===== src/adcctl_params.svh =====
// constants for the converter control block: offsets, fields, counts
// assumes an 8-bit register port and a 10-bit converter core
`ifndef ADCCTL_PARAMS_SVH
`define ADCCTL_PARAMS_SVH

// register offsets on the plain register port
`define ADC_OFS_RES_LO 8'h78
`define ADC_OFS_RES_HI 8'h79
`define ADC_OFS_CSA 8'h7a
`define ADC_OFS_TRIG 8'h7b
`define ADC_OFS_CHSEL 8'h7c

// control_status_a fields
`define CSA_EN 7
`define CSA_START 6
`define CSA_AUTO 5
`define CSA_FLAG 4
`define CSA_IE 3
`define CSA_DIV_HI 2
`define CSA_DIV_LO 0

// channel_select fields
`define CHSEL_REF_HI 7
`define CHSEL_REF_LO 6
`define CHSEL_LEFT 5
`define CHSEL_CHAN_HI 4
`define CHSEL_CHAN_LO 0

// trigger source field
`define TRIG_SEL_HI 2
`define TRIG_SEL_LO 0
`define TRIG_FREE 3'h0

// reset values
`define CSA_RESET 8'h00
`define CHSEL_RESET 8'h00
`define TRIG_RESET 3'h0

// converter clocks per conversion
`define CONV_FIRST_CLKS 5'd25
`define CONV_NORMAL_CLKS 5'd13

// channel codes and result limits
`define RESULT_WIDTH 10
`define CHAN_DIFF_FIRST 5'h10
`define CHAN_BANDGAP 5'h1e
`define DIFF_MAX 10'h1ff

// prescaler
`define DIV_CNT_WIDTH 7
`define DIV_MIN_SHIFT 3'h1

`endif


===== src/adcctl_pkg.sv =====
// types shared by the converter control modules
// assumes the constants header is on the include path
`include "adcctl_params.svh"

package adcctl_pkg;

	typedef enum logic [1:0] {
		adcctl_idle = 2'b00,
		adcctl_conv = 2'b01
	} adcctl_fsm_t;

	typedef struct packed {
		adcctl_fsm_t fsm;
		logic enable;
		logic busy;
		logic auto_trigger_enable;
		logic conversion_done_flag;
		logic conversion_done_irq_enable;
		logic [2:0] converter_clock_divider;
		logic [1:0] reference_select;
		logic left_align_result;
		logic [4:0] input_channel_select;
		logic [1:0] active_reference;
		logic [4:0] active_channel;
		logic [2:0] trigger_source_select;
		logic [`RESULT_WIDTH-1:0] result;
		logic locked;
		logic initialized;
		logic [4:0] count;
		logic trig_prev;
		logic [7:0] rdata;
		logic irq_request;
		logic core_start;
		logic core_step;
	} adcctl_state_t;

	typedef struct packed {
		logic [`DIV_CNT_WIDTH-1:0] count;
		logic tick;
	} adcctl_div_state_t;

endpackage


===== src/adcctl_clk_if.sv =====
// carrier between the control logic and its prescaler
// assumes both ends run on the same system clock
`timescale 1ns/1ps
`default_nettype none

interface adcctl_clk_if;
	logic run;
	logic [2:0] divider;
	logic tick;
	modport ctrl (output run, output divider, input tick);
	modport div (input run, input divider, output tick);
endinterface

`default_nettype wire


===== src/adcctl_prescaler.sv =====
// converter clock prescaler: one-cycle tick every divided period
// assumes run and divider are synchronous to mclk
`timescale 1ns/1ps
`default_nettype none
`include "adcctl_params.svh"

module adcctl_prescaler (
	// clock and reset
	input wire logic mclk,
	input wire logic reset_n,
	// control side
	adcctl_clk_if.div clk_if
);

	adcctl_pkg::adcctl_div_state_t s;
	adcctl_pkg::adcctl_div_state_t next_s;
	logic [2:0] shift;
	logic [`DIV_CNT_WIDTH-1:0] terminal;

	always_comb begin
		next_s = s;
		// codes 0 and 1 both divide by two
		shift = (clk_if.divider < `DIV_MIN_SHIFT) ? `DIV_MIN_SHIFT : clk_if.divider;
		terminal = `DIV_CNT_WIDTH'((8'h01 << shift) - 8'h01);
		next_s.tick = 1'b0;
		if (!clk_if.run) begin
			next_s.count = '0;
		end else if (s.count >= terminal) begin
			next_s.count = '0;
			next_s.tick = 1'b1;
		end else begin
			next_s.count = s.count + `DIV_CNT_WIDTH'(1);
		end
	end

	always_ff @(posedge mclk or negedge reset_n) begin
		if (!reset_n) begin
			s <= '0;
		end else begin
			s <= next_s;
		end
	end

	assign clk_if.tick = s.tick;

endmodule

`default_nettype wire


===== src/adcctl_top.sv =====
// converter control: registers, conversion sequencing, result format
// assumes an analog core that samples on core_start and holds its
// 10-bit answer valid on core_result by the final converter clock
`timescale 1ns/1ps
`default_nettype none
`include "adcctl_params.svh"

module adcctl_top (
	// clock and reset
	input wire logic mclk,
	input wire logic reset_n,
	// register port
	input wire logic [7:0] reg_addr,
	input wire logic [7:0] reg_wdata,
	input wire logic reg_write,
	input wire logic reg_read,
	output logic [7:0] reg_rdata,
	// processor interrupt side
	input wire logic global_irq_enable,
	input wire logic irq_vector_taken,
	output logic irq_request,
	// auto trigger sources, bit 0 unused
	input wire logic [7:0] trigger_sources,
	// analog core
	output logic core_power,
	output logic core_start,
	output logic core_step,
	output logic [1:0] core_reference,
	output logic [4:0] core_channel,
	input wire logic [`RESULT_WIDTH-1:0] core_result,
	input wire logic core_overrange
);

	adcctl_pkg::adcctl_state_t s;
	adcctl_pkg::adcctl_state_t next_s;
	adcctl_clk_if clk_if ();

	logic trig_level;
	logic trig_edge;
	logic fin;
	logic start_req;
	logic clr_flag;
	logic diff;
	logic [4:0] last;
	logic [`RESULT_WIDTH-1:0] captured;
	logic [7:0] res_lo;
	logic [7:0] res_hi;

	adcctl_prescaler u_prescaler (
		.mclk(mclk),
		.reset_n(reset_n),
		.clk_if(clk_if)
	);

	// prescaler only runs while the converter is powered
	assign clk_if.run = s.enable;
	assign clk_if.divider = s.converter_clock_divider;

	always_comb begin
		next_s = s;
		next_s.core_start = 1'b0;
		next_s.rdata = 8'h00;
		start_req = 1'b0;
		clr_flag = 1'b0;
		fin = 1'b0;

		// edge on the selected source; free-running selects a quiet zero
		trig_level = (s.trigger_source_select == `TRIG_FREE) ? 1'b0 :
			trigger_sources[s.trigger_source_select];
		trig_edge = trig_level & ~s.trig_prev;
		next_s.trig_prev = trig_level;

		// differential codes lie between the pairs start and the bandgap
		diff = (s.active_channel >= `CHAN_DIFF_FIRST) &&
			(s.active_channel < `CHAN_BANDGAP);
		// core answers in two's complement for pairs, straight binary otherwise
		captured = (diff && core_overrange) ? `DIFF_MAX : core_result;

		// result byte placement follows the live alignment bit
		if (s.left_align_result) begin
			res_hi = s.result[9:2];
			res_lo = {s.result[1:0], 6'h00};
		end else begin
			res_hi = {6'h00, s.result[9:8]};
			res_lo = s.result[7:0];
		end

		// register writes
		if (reg_write) begin
			case (reg_addr)
				`ADC_OFS_CSA: begin
					next_s.enable = reg_wdata[`CSA_EN];
					next_s.auto_trigger_enable = reg_wdata[`CSA_AUTO];
					next_s.conversion_done_irq_enable = reg_wdata[`CSA_IE];
					next_s.converter_clock_divider = reg_wdata[`CSA_DIV_HI:`CSA_DIV_LO];
					// writing zero to start does nothing
					start_req = reg_wdata[`CSA_START] & reg_wdata[`CSA_EN];
					// rewriting a set flag as one clears it
					clr_flag = reg_wdata[`CSA_FLAG];
				end
				`ADC_OFS_CHSEL: begin
					next_s.reference_select = reg_wdata[`CHSEL_REF_HI:`CHSEL_REF_LO];
					next_s.left_align_result = reg_wdata[`CHSEL_LEFT];
					next_s.input_channel_select =
						reg_wdata[`CHSEL_CHAN_HI:`CHSEL_CHAN_LO];
					if (s.fsm == adcctl_pkg::adcctl_idle) begin
						next_s.active_reference = next_s.reference_select;
						next_s.active_channel = next_s.input_channel_select;
					end
				end
				`ADC_OFS_TRIG: begin
					next_s.trigger_source_select = reg_wdata[`TRIG_SEL_HI:`TRIG_SEL_LO];
				end
				default: begin
				end
			endcase
		end

		// conversion sequencing in converter clocks
		last = s.initialized ? (`CONV_NORMAL_CLKS - 5'd1) : (`CONV_FIRST_CLKS - 5'd1);
		next_s.core_step = clk_if.tick;
		case (s.fsm)
			adcctl_pkg::adcctl_conv: begin
				if (clk_if.tick) begin
					if (s.count == last) begin
						fin = 1'b1;
					end else begin
						next_s.count = s.count + 5'd1;
					end
				end
			end
			adcctl_pkg::adcctl_idle: begin
				if (s.enable && s.auto_trigger_enable && trig_edge) begin
					start_req = 1'b1;
				end
			end
			default: begin
				next_s.fsm = adcctl_pkg::adcctl_idle;
			end
		endcase

		if (fin) begin
			next_s.fsm = adcctl_pkg::adcctl_idle;
			next_s.busy = 1'b0;
			next_s.initialized = 1'b1;
			next_s.count = 5'd0;
			// a pending low-byte read keeps the old result intact
			if (!s.locked) begin
				next_s.result = captured;
			end
			// held-off selections take effect now
			next_s.active_reference = next_s.reference_select;
			next_s.active_channel = next_s.input_channel_select;
			// free running restarts from completion, not from the flag level
			if (s.auto_trigger_enable && s.trigger_source_select == `TRIG_FREE) begin
				start_req = 1'b1;
			end
		end

		if (start_req && (next_s.fsm == adcctl_pkg::adcctl_idle)) begin
			next_s.fsm = adcctl_pkg::adcctl_conv;
			next_s.busy = 1'b1;
			next_s.count = 5'd0;
			next_s.core_start = 1'b1;
			next_s.active_reference = next_s.reference_select;
			next_s.active_channel = next_s.input_channel_select;
		end

		// turning off aborts and forces the long first conversion again
		if (!next_s.enable) begin
			next_s.fsm = adcctl_pkg::adcctl_idle;
			next_s.busy = 1'b0;
			next_s.initialized = 1'b0;
			next_s.count = 5'd0;
			next_s.core_start = 1'b0;
		end

		// completion wins over a clear in the same cycle
		next_s.conversion_done_flag = (s.conversion_done_flag &
			~(clr_flag | irq_vector_taken)) | fin;
		next_s.irq_request = next_s.conversion_done_flag &
			next_s.conversion_done_irq_enable & global_irq_enable;

		// register reads, data in the following cycle only
		if (reg_read) begin
			case (reg_addr)
				`ADC_OFS_CSA: begin
					next_s.rdata = {s.enable, s.busy, s.auto_trigger_enable,
						s.conversion_done_flag, s.conversion_done_irq_enable,
						s.converter_clock_divider};
				end
				`ADC_OFS_CHSEL: begin
					next_s.rdata = {s.reference_select, s.left_align_result,
						s.input_channel_select};
				end
				`ADC_OFS_TRIG: begin
					next_s.rdata = {5'h00, s.trigger_source_select};
				end
				`ADC_OFS_RES_LO: begin
					next_s.rdata = res_lo;
					next_s.locked = 1'b1;
				end
				`ADC_OFS_RES_HI: begin
					next_s.rdata = res_hi;
					next_s.locked = 1'b0;
				end
				default: begin
					next_s.rdata = 8'h00;
				end
			endcase
		end
	end

	always_ff @(posedge mclk or negedge reset_n) begin
		if (!reset_n) begin
			s <= '0;
		end else begin
			s <= next_s;
		end
	end

	// every output straight from the state register
	assign reg_rdata = s.rdata;
	assign irq_request = s.irq_request;
	assign core_power = s.enable;
	assign core_start = s.core_start;
	assign core_step = s.core_step;
	assign core_reference = s.active_reference;
	assign core_channel = s.active_channel;

endmodule

`default_nettype wire


===== config.mk =====
export PLATFORM = sky130hd
export DESIGN_NAME = adcctl_top
export DESIGN_NICKNAME = d
export VERILOG_FILES = /design/src/adcctl_pkg.sv /design/src/adcctl_clk_if.sv /design/src/adcctl_prescaler.sv /design/src/adcctl_top.sv
export VERILOG_INCLUDE_DIRS = /design/src /design/src/src
export SDC_FILE = /design/constraint.sdc
export NUM_CORES = 1
export LEC_CHECK = 0
export BUFFER_PORTS_ARGS = -buffer_cell sky130_fd_sc_hd__buf_2
export CAP_MARGIN = 20
export CORE_MARGIN = 5
export CORE_UTILIZATION = 45
export CTS_CLUSTER_SIZE = 40
export DETAILED_ROUTE_END_ITERATION = 7
export PLACE_DENSITY = 0.67
export SLEW_MARGIN = 20
export SYNTH_ARGS = -nofsm -noshare
export SYNTH_HDL_FRONTEND = slang
export SYNTH_SLANG_ARGS = --single-unit

===== constraint.sdc =====
create_clock -name mclk -period 6.05 [get_ports mclk]
set_clock_uncertainty 0.2 [all_clocks]
set_input_delay 0.605 -clock mclk [delete_from_list [all_inputs] [get_ports mclk]]
set_output_delay 0.605 -clock mclk [all_outputs]
set_load 0.03 [all_outputs]

==> results of run 1 <==
## cells in the final DEF, fill, tap and decap left out, drive strengths merged, types with 2 or more instances in the layout
cell type,count
a222oi,3
ha,10
o2111ai,2
and3,4
o21ai,11
clkinvlp,2
nor4b,2
nand2b,2
bufinv,2
mux2i,10
a221oi,2
buf,59
nor2,39
nor4,2
a22oi,3
conb,2
clkbuf,9
inv,11
clkinv,2
a21o,3
xor2,5
mux2,24
nand3,4
xnor2,3
nand3b,5
dfrtp,65
nand2,28
nor3b,2
a21oi,22
nor3,6
## flip-flops by register name, indices dropped and copies added (netlist names)
signal	flops
s	35
core_start	1
reg_rdata	8
core_step	1
clk_if.divider	3
core_reference	2
irq_request	1
core_channel	5
core_power	1
u_prescaler.s	7
u_prescaler.clk_if.tick	1
## through the flow
stage | setup slack (ns) | area [um2] | instances
6_report | 3.390 | 3806 | 459
5_1_grt | 3.270 | 3806 | 459
4_1_cts | 3.198 | 3804 | 459
3_5_place_dp | 3.061 | 3586 | 443
3_3_place_gp | 3.081 | 3586 | 443
2_1_floorplan | 3.441 | 3328 | 309
## where the power goes
group          leakage [nW]  internal (mW)  total (mW)  switching (mW)
registers             0.841          0.442       0.451         0.00887
clock network         0.106          0.232       0.406           0.174
logic                 0.867         0.0243      0.0554          0.0311
total                  1.81          0.698       0.912           0.214
## per-layer routing
layer	part of all wire	routed length [um]	track usage
met1	0.49	3456	0.2333
met2	0.44	3136	0.2386
met3	0.044	312	0.03597
met4	0.021	146	0.08175
met5	0	0	0
## worst paths after layout
check                                        startpoint               end  slack (ns)  cells after the start
worst min-delay path                            reset_n  u_prescaler.s[4]        0.23                      2
min in group mclk               u_prescaler.clk_if.tick         core_step        0.23                      0
worst max-delay path                        reg_addr[7]   core_channel[4]        3.39                      7
worst min register to register  u_prescaler.clk_if.tick         core_step        0.23                      0
max in group asynchronous                       reset_n      reg_rdata[2]        4.89                      2
worst max register to register                    s[30]   core_channel[4]        3.41                      6
## worst reg2reg max path, cell delays in order (launching register included)
cell and delay (ns):
dfrtp_1 0.54, mux2i_1 0.16, mux4_2 0.53, nor4_4 0.31, o21ai_2 0.14, o211a_1 0.29
mux2_4 0.36
## cell families after synthesis
family / Yosys count / synth area share
and+or+nand+nor: 101 / 0.1575
xor gates and xnor gates: 8 / 0.02105
buffers and inverters: 34 / 0.06053
AOI/OAI and AO/OA: 54 / 0.1053
muxes: 35 / 0.1271
DFF: 65 / 0.4887
adders and majority gates: 10 / 0.03759
other: 2 / 0.002256
## cell type report
type                            instances  share of cell area
Tap cell                               99             0.03254
Sequential cell                        65              0.4274
Clock inverter                          7             0.02465
Timing Repair Buffer                   59             0.07824
Multi-Input combinational cell        210              0.3948
Clock buffer                            9             0.03254
Inverter                               10            0.009862
==> results by group, run 1 <==
Status
  • Outcome: complete, no violations

STA
  • Crit share post-route: 0.4397
  • Min cycle time layout: 2.660 ns
  • Slew HR: 0.3383
  • Final hold slack: 0.2253 ns
  • Setup tns final: 0 ns
  • Final hold violations: 0
  • Slew @ Worst Pin: ~0.98 ns
  • Fin. max-slew vios: 0
  • Fmax: 375.9 MHz
  • Setup violators final: 0
  • RSZ-0062 raised after global routing: no

Logic synthesis
  • Post-synth top cells: dfrtp_1 (65), nor2_1 (39), nand2_1 (27)
  • Top FF cell, synth: dfrtp_1
  • EDFF count, synth: 0
  • Netlist area before placement: 3328 um2
  • Synthesized Nets: 360
  • Avg Inst Size Synth: 10.77 um2
  • Cell accounting for the most synthesized area: dfrtp_1
  • #FFs+latches synth: 65
  • Synth top area cells: dfrtp_1 (49%), mux2_2 (5.8%), nor2_1 (4.4%)
  • Mapped Cells: roughly 300
  • Most common cell in the synthesized netlist: dfrtp_1
  • Yosys warns: 0
  • Yosys cell types: about 50
  • Sequential area share after synthesis: 0.4887
  • Area fraction of the dominant cell type after synthesis: 0.4887
  • FFs w/ async S/R, synth: 1.000

Critical path
  • Top Family by Delay on Critical Path: simple AND/OR/NAND/NOR gates
  • Highest-delay cell along the critical path: nor4b_4
  • CP cell instances: buf_2, and4b_1, nand2_1, nor4b_4, nand2_8, o211a_1, mux2_4
  • Arr. time, crit path: 2.69 ns
  • Buffers & Inverters on Critical Path: 1
  • Slowest Stage Delay on Critical Path: ~0.60 ns
  • Worst EP required: 6.08 ns
  • Critical Path End Type: flop
  • CP Max Fanout: 9
  • Crit Path Class: in2reg
  • Critical path launch point type: input port

Layout
  • Final nets: 406
  • Util after Layout: 0.5276
  • Antenna cell count: 0
  • Filler instances: 685
  • Multi-input logic area: 1503 um2
  • Layout area overhead: 14.36%
  • FF/Latch Area: about 1600 um2
  • Layout cells sized above 1: 0.3000

Clock tree
  • Num CTS Buffers: 9
  • Post-CTS resize count: 0
  • Clk pin slew, worst setup/hold paths: 0.07 ns
  • CTS sink cnt: 65
  • CTS H-tree depth: 3
  • Root Buffer: clkbuf_8
  • CTS tree: built
  • Worst-skew pair later-pin latency: roughly 0.34 ns
  • Post-CTS setup buffer count: 0
  • Buffer levels on the longest clock path: 2
  • Cts hold-fix bufs: 0

Detailed routing
  • Via count: 2371
  • DRC Markers: 0
  • Pre-antenna DRT Iters: 5
  • Routed Antenna Nets: 0
  • Total wire length: around 7000 um
  • First DRT Iteration DRCs: 97
  • Avg Vias per Cell: 5.166
  • Avg WL per Cell: roughly 15 um

Floorplan
  • Initial core utilization: 0.4613
  • Core Area: ~7200 um2
  • # IOs: 60
  • Die Y: 96 um
  • Die Wd: 96 um
  • Die area: 9216 um2
  • Row count: 31

GRT
  • Initial antenna violation count: 0
  • Largest net degree at the start of global routing: 66
  • GRT overflow: 0
  • Global-route wire length before repair: 11350 um
  • Vias in the first global route: 2312
  • Total GRT Usage: 0.1653

Placed design
  • RD Place Congestion: around 0.85
  • Post-DP HPWL: 5152 um
  • Number of port buffers: 58

Power and ir drop
  • Max VDD drop: 103.8 uV
  • Leak: 1.814 nW
  • PwrDens: 239.6 nW/um2
  • Power Total: 0.9118 mW

Flow run
  • Maxcap violations: 0

Hold path
  • Hold Path Class: in2async
Note: power is estimated with default switching activity, not from simulation.
==> run 2: changes to the inputs <==
Settings changed: PLACE_DENSITY 0.67 to 0.69.
Clock period 6.05 ns to 2.3 ns, I/O delays scaled along.
==> run 2 against run 1 <==
  * Via count increased by 8.9%
  * First-iteration DRC count up 120%
  * Register-to-register slack worse by 3.3 ns
  * Utilization rose by 5.1 points
  * Sequential share of layout area fell by 3.7 points
  * Clock power rose by 140%
  * Clock-buffer cell count is 3 higher
  * Hold slack worse by 0.19 ns
  * Total power grew to 2.6 times the previous value
==> results by group, run 2 (synthesis results as in run 1) <==
STA
  • Final hold violations: 0
  • Setup tns final: 0 ns
  • Crit share post-route: 0.9524
  • Min cycle time layout: 2.190 ns
  • Fmax: 456.5 MHz
  • Setup ws final: 0.1096 ns
  • Final hold slack: 0.03901 ns
  • Slew HR: 0.6255
  • Setup violators final: 0
  • RSZ-0062 raised after global routing: no
  • Fin. max-slew vios: 0
  • Slew @ Worst Pin: 0.5593 ns

Clock tree
  • Num CTS Buffers: 9
  • CTS sink cnt: 65
  • Root Buffer: clkbuf_8
  • Clk pin slew, worst setup/hold paths: 0.07 ns
  • Buffer levels on the longest clock path: 2
  • Worst-skew pair later-pin latency: 0.34 ns
  • CTS tree: built
  • Post-CTS setup buffer count: 0
  • CTS H-tree depth: 3

Power and ir drop
  • Max VDD drop: 338.7 uV
  • Seq pwr share: 0.506
  • Net switching power: 0.5334 mW
  • Sw frac: 0.2276
  • Int Power: between 1.5 and 2 mW
  • Combinational Power Share: 0.080
  • PwrDens: 561.4 nW/um2
  • Leak: about 2 nW
  • Clock share of power: 0.414

Detailed routing
  • Avg Vias per Cell: around 5.2
  • Routed Antenna Nets: 0
  • First DRT Iteration DRCs: 218
  • DRC Markers: 0
  • Via count: 2581
  • Total wire length: 7689 um
  • Pre-antenna DRT Iters: 8
  • Avg WL per Cell: 15.38 um

Critical path
  • R2R Setup Slk: between 0.1 and 0.15 ns
  • Slowest Stage Delay on Critical Path: 0.51 ns
  • Worst r2r src: s[30]
  • Critical Path Sink: core_channel[3]
  • Launch point of the worst path: s[30]
  • Reg2reg path depth: 6
  • CP cell instances: mux2i_1, mux4_2, nor4_4, o21ai_2, o211a_4, mux2_4
  • Reg2reg end: core_channel[3]
  • Critical path launch point type: flop
  • Arr. time, crit path: 2.22 ns
  • Critical Path End Type: flop
  • Highest-delay cell along the critical path: mux4_2
  • Crit Path Class: reg2reg
  • CP Max Fanout: 7
  • Worst EP required: 2.32 ns

Floorplan
  • Core Area: between 7000 and 8000 um2
  • Initial core utilization: 0.4613
  • Die area: 9216 um2
  • Die Wd: 96 um
  • Die Y: ~96 um
  • Row count: 31
  • # IOs: 60

Placed design
  • Dpl cells: 464
  • Post-DP HPWL: 5458 um
  • RD Place Congestion: 0.8917
  • Post-place setup slack: -0.1056 ns
  • Number of port buffers: 58

Flow run
  • Maxcap violations: 0

Layout
  • Final nets: 448
  • Most common cell after layout, fill and taps aside: dfrtp_1
  • Layout cells sized above 1: 0.3217
  • Util after Layout: 0.5786
  • Antenna cell count: 0
  • Commonest non-fill, non-tap cells in the layout: dfrtp_1 (64), buf_2 (58), nor2_1 (39), nand2_1 (27)
  • Max FFs per register: 35
  • Non-Filler Instances: 500
  • Filler instances: 642
  • Most flop-heavy register: s
  • Layout area overhead: 25.41%

GRT
  • Initial antenna violation count: 0
  • Largest net degree at the start of global routing: between 60 and 70
  • Total GRT Usage: 0.1840
  • Global-route wire length before repair: 12650 um
  • GRT overflow: 0
  • Vias in the first global route: around 2500

Hold path
  • Hold Path Class: in2reg
  • Hold depth: 2
  • Worst hold start: reg_wdata[7]

Status
  • Outcome: complete, no violations
-- run 2: metrics by stage --
| step | total power [mW] | area [um2] |
|---|---|---|
| 2_1_floorplan | 1.270 | 3328 |
| 4_1_cts | 2.374 | 4169 |
| 3_5_place_dp | 1.367 | 3756 |
| 6_report | 2.343 | 4174 |
| 3_3_place_gp | 1.363 | 3756 |
| 5_1_grt | 2.446 | 4174 |
-- run 2: worst min path at each step --
stage	slack, ns	end
6_report	0.04	s[46]
3_3_place_gp	0.06	u_prescaler.s[4]
3_5_place_dp	0.07	s[30]
4_1_cts	0.02	s[46]
2_1_floorplan	-0.27	clk_if.divider[0]
5_1_grt	0.02	s[46]
-- run 2: critical path: cells and delay by family (launching register included) --
kind             cells  cell delay, ns
AND/OR/NAND/NOR      1            0.18
multiplexers         3            0.94
AO/OA/AOI/OAI        2            0.29
flip-flops           1            0.44
-- run 2: area by class of cell --
cell class	count	area (um2)	share of cell area
timing repair buffer	101	678.2	0.1625
clock inverter	3	40.04	0.009592
sequential	65	1628	0.3900
inverter	10	37.54	0.008993
tap	99	123.9	0.02968
clock buffer	12	155.1	0.03717
multi-input combinational	210	1511	0.3621
-- run 2: power by group through the flow --
stage	logic, mW	clock network (mW)	registers [mW]
after floorplan	0.0717	0	1.20
after global placement	0.157	0	1.21
after detailed placement	0.160	0	1.21
after CTS	0.189	1.00	1.19
after global routing	0.208	1.05	1.19
final	0.187	0.971	1.19
-- run 2: routing by layer --
layer,up-vias,global-route usage,share of wire
met1,1238,0.2529,0.45
met4,0,0.08768,0.025
met3,17,0.03206,0.053
met2,78,0.2812,0.47
li1,1248,-,-
met5,-,0,0
-- run 2: what timing repair did --
| action | 4_1_cts | 5_1_grt |
|---|---|---|
| gates cloned | 0 | 0 |
| hold buffers | 21 | 0 |
| hold endpoints to repair | 93 | 0 |
| gates resized for setup | 2 | 2 |
| setup endpoints to repair | 7 | 13 |
| pin swaps | 0 | 2 |
==> run 3: changes to the inputs <==
Settings changed: PLACE_DENSITY 0.69 to 0.67.
Clock period 2.3 ns to 2.5 ns, I/O delays scaled along.
==> run 3 against run 2 <==
  * Worst setup slack gained 0.0087 ns
  * Critical path type unchanged
  * Clock power shrank 3.2%
  * Sequential power shrank 8%
  * Via count shrank 0.27%
  * Sequential share of layout area grew 0.44 points
  * Routed wire length shrank 0.17%
==> results by group, run 3 (synthesis results as in run 1) <==
Status
  • Outcome: complete, no violations

STA
  • RSZ-0062 raised after global routing: no
  • Final hold violations: 0
  • Min cycle time layout: ~2.4 ns
  • Setup violators final: 0
  • Fmax: 419.9 MHz
  • Slew @ Worst Pin: approximately 0.56 ns
  • Crit share post-route: 0.9527
  • Slew HR: 0.6267
  • Final hold slack: approximately 0.031 ns
  • Setup tns final: 0 ns
  • Fin. max-slew vios: 0

Floorplan
  • Initial core utilization: 0.4613
  • Die Y: 96 um
  • Core Area: between 7000 and 8000 um2
  • Row count: 31
  • Die area: 9216 um2
  • Die Wd: about 96 um
  • # IOs: 60

Critical path
  • Crit Path Class: reg2reg
  • Critical Path End Type: flop
  • Top Family by Delay on Critical Path: multiplexers
  • Critical path launch point type: flop
  • Worst EP required: 2.54 ns
  • Slowest Stage Delay on Critical Path: roughly 0.52 ns
  • CP cell instances: mux2i_1, mux4_2, nor4_4, o21ai_2, o211a_2, mux2_4
  • CP Max Fanout: 7
  • Highest-delay cell along the critical path: mux4_2
  • Buffers & Inverters on Critical Path: 0
  • Arr. time, crit path: 2.42 ns

Layout
  • Layout area overhead: 23.91%
  • Filler instances: between 600 and 700
  • Multi-input logic area: 1500 um2
  • Layout cells sized above 1: 0.3073
  • Final nets: 443
  • Antenna cell count: 0
  • Commonest non-fill, non-tap cells in the layout: dfrtp_1 (65), buf_2 (58), nor2_1 (39), nand2_1 (27), a21oi_1 (22)
  • Max FFs per register: 35
  • Most common cell after layout, fill and taps aside: dfrtp_1
  • FF/Latch Area: 1627 um2
  • Most flop-heavy register: s

Detailed routing
  • Pre-antenna DRT Iters: 4
  • Avg WL per Cell: 15.48 um
  • Via count: ~2600
  • First DRT Iteration DRCs: 119
  • Total wire length: about 7700 um
  • Routed Antenna Nets: 0
  • Avg Vias per Cell: between 5 and 6
  • DRC Markers: 0

Clock tree
  • Buffer levels on the longest clock path: 2
  • CTS H-tree depth: 3
  • CTS sink cnt: 65
  • Root Buffer: clkbuf_8
  • Num CTS Buffers: 9
  • CTS tree: built
  • Clk pin slew, worst setup/hold paths: 0.07 ns
  • Worst-skew pair later-pin latency: around 0.35 ns

Hold path
  • Hold Path Class: in2reg

GRT
  • Total GRT Usage: 0.1812
  • Met1 usage: 0.2453
  • Global-route wire length before repair: about 12000 um
  • Vias in the first global route: approximately 2600
  • Met2 GRT Util: 0.2708
  • Largest net degree at the start of global routing: 28
  • Met3 usage: 0.04378
  • GRT overflow: 0
  • Initial antenna violation count: 0
  • GR peak layer: met2

Power and ir drop
  • Leak: 1.980 nW
  • Max VDD drop: around 330 uV
  • PwrDens: 532.7 nW/um2

Placed design
  • Post-DP HPWL: 5532 um
  • RD Place Congestion: approximately 0.87
  • Number of port buffers: 58

Flow run
  • Maxcap violations: 0
-- run 3: report_power, final --
part | switching, mW | internal [mW]
clock network | 0.398 | 0.542
registers | 0.0208 | 1.07
logic | 0.0820 | 0.0849
total | 0.501 | 1.70
-- run 3: final timing paths --
kind | slack (ns) | startpoint | depth (start not counted) | endpoint
worst max-delay path | 0.12 | s[30] | 6 | core_channel[3]
worst min-delay path | 0.03 | reg_wdata[6] | 2 | s[45]
worst max register to register | 0.12 | s[30] | 6 | core_channel[3]
worst min register to register | 0.24 | u_prescaler.clk_if.tick | 0 | core_step
max in group asynchronous | 1.27 | reset_n | 3 | s[18]
min in group asynchronous | 0.14 | reset_n | 2 | u_prescaler.s[4]
-- run 3: layout make-up --
class / instances / area share
multi-input cells: 210 / 0.3638
well taps: 99 / 0.03004
flip-flops and latches: 65 / 0.3944
clock inverters: 2 / 0.008495
repair buffers: 96 / 0.1523
inverters: 10 / 0.009102
clock buffers: 14 / 0.04187
-- run 3: what timing repair did --
action,in CTS,in global routing
endpoints found under the setup margin,0,7
hold endpoints to repair,42,0
hold buffers,21,0
resized for setup,0,1
buffers inserted,0,0
-- run 3: layer usage --
metal	routed length [um]	up-vias
li1	-	1235
met1	3565	1239
met2	3384	87
met3	505	13
met4	221	0
met5	0	-
-- run 3: through the flow --
| stage | setup WS (ns) | power [mW] | area (um2) | utilization | instances |
|---|---|---|---|---|---|
| after CTS | 0.004283 | 2.216 | 4124 | 0.5716 | 496 |
| after detailed placement | 0.01226 | 1.254 | 3706 | 0.5137 | 459 |
| after global placement | 0.06666 | 1.250 | 3706 | 0.5137 | 459 |
| after floorplan | 0.1479 | 1.168 | 3328 | - | 309 |
| final | 0.1183 | 2.197 | 4124 | 0.5716 | 496 |
| after global routing | 0.05654 | 2.285 | 4124 | 0.5716 | 496 |
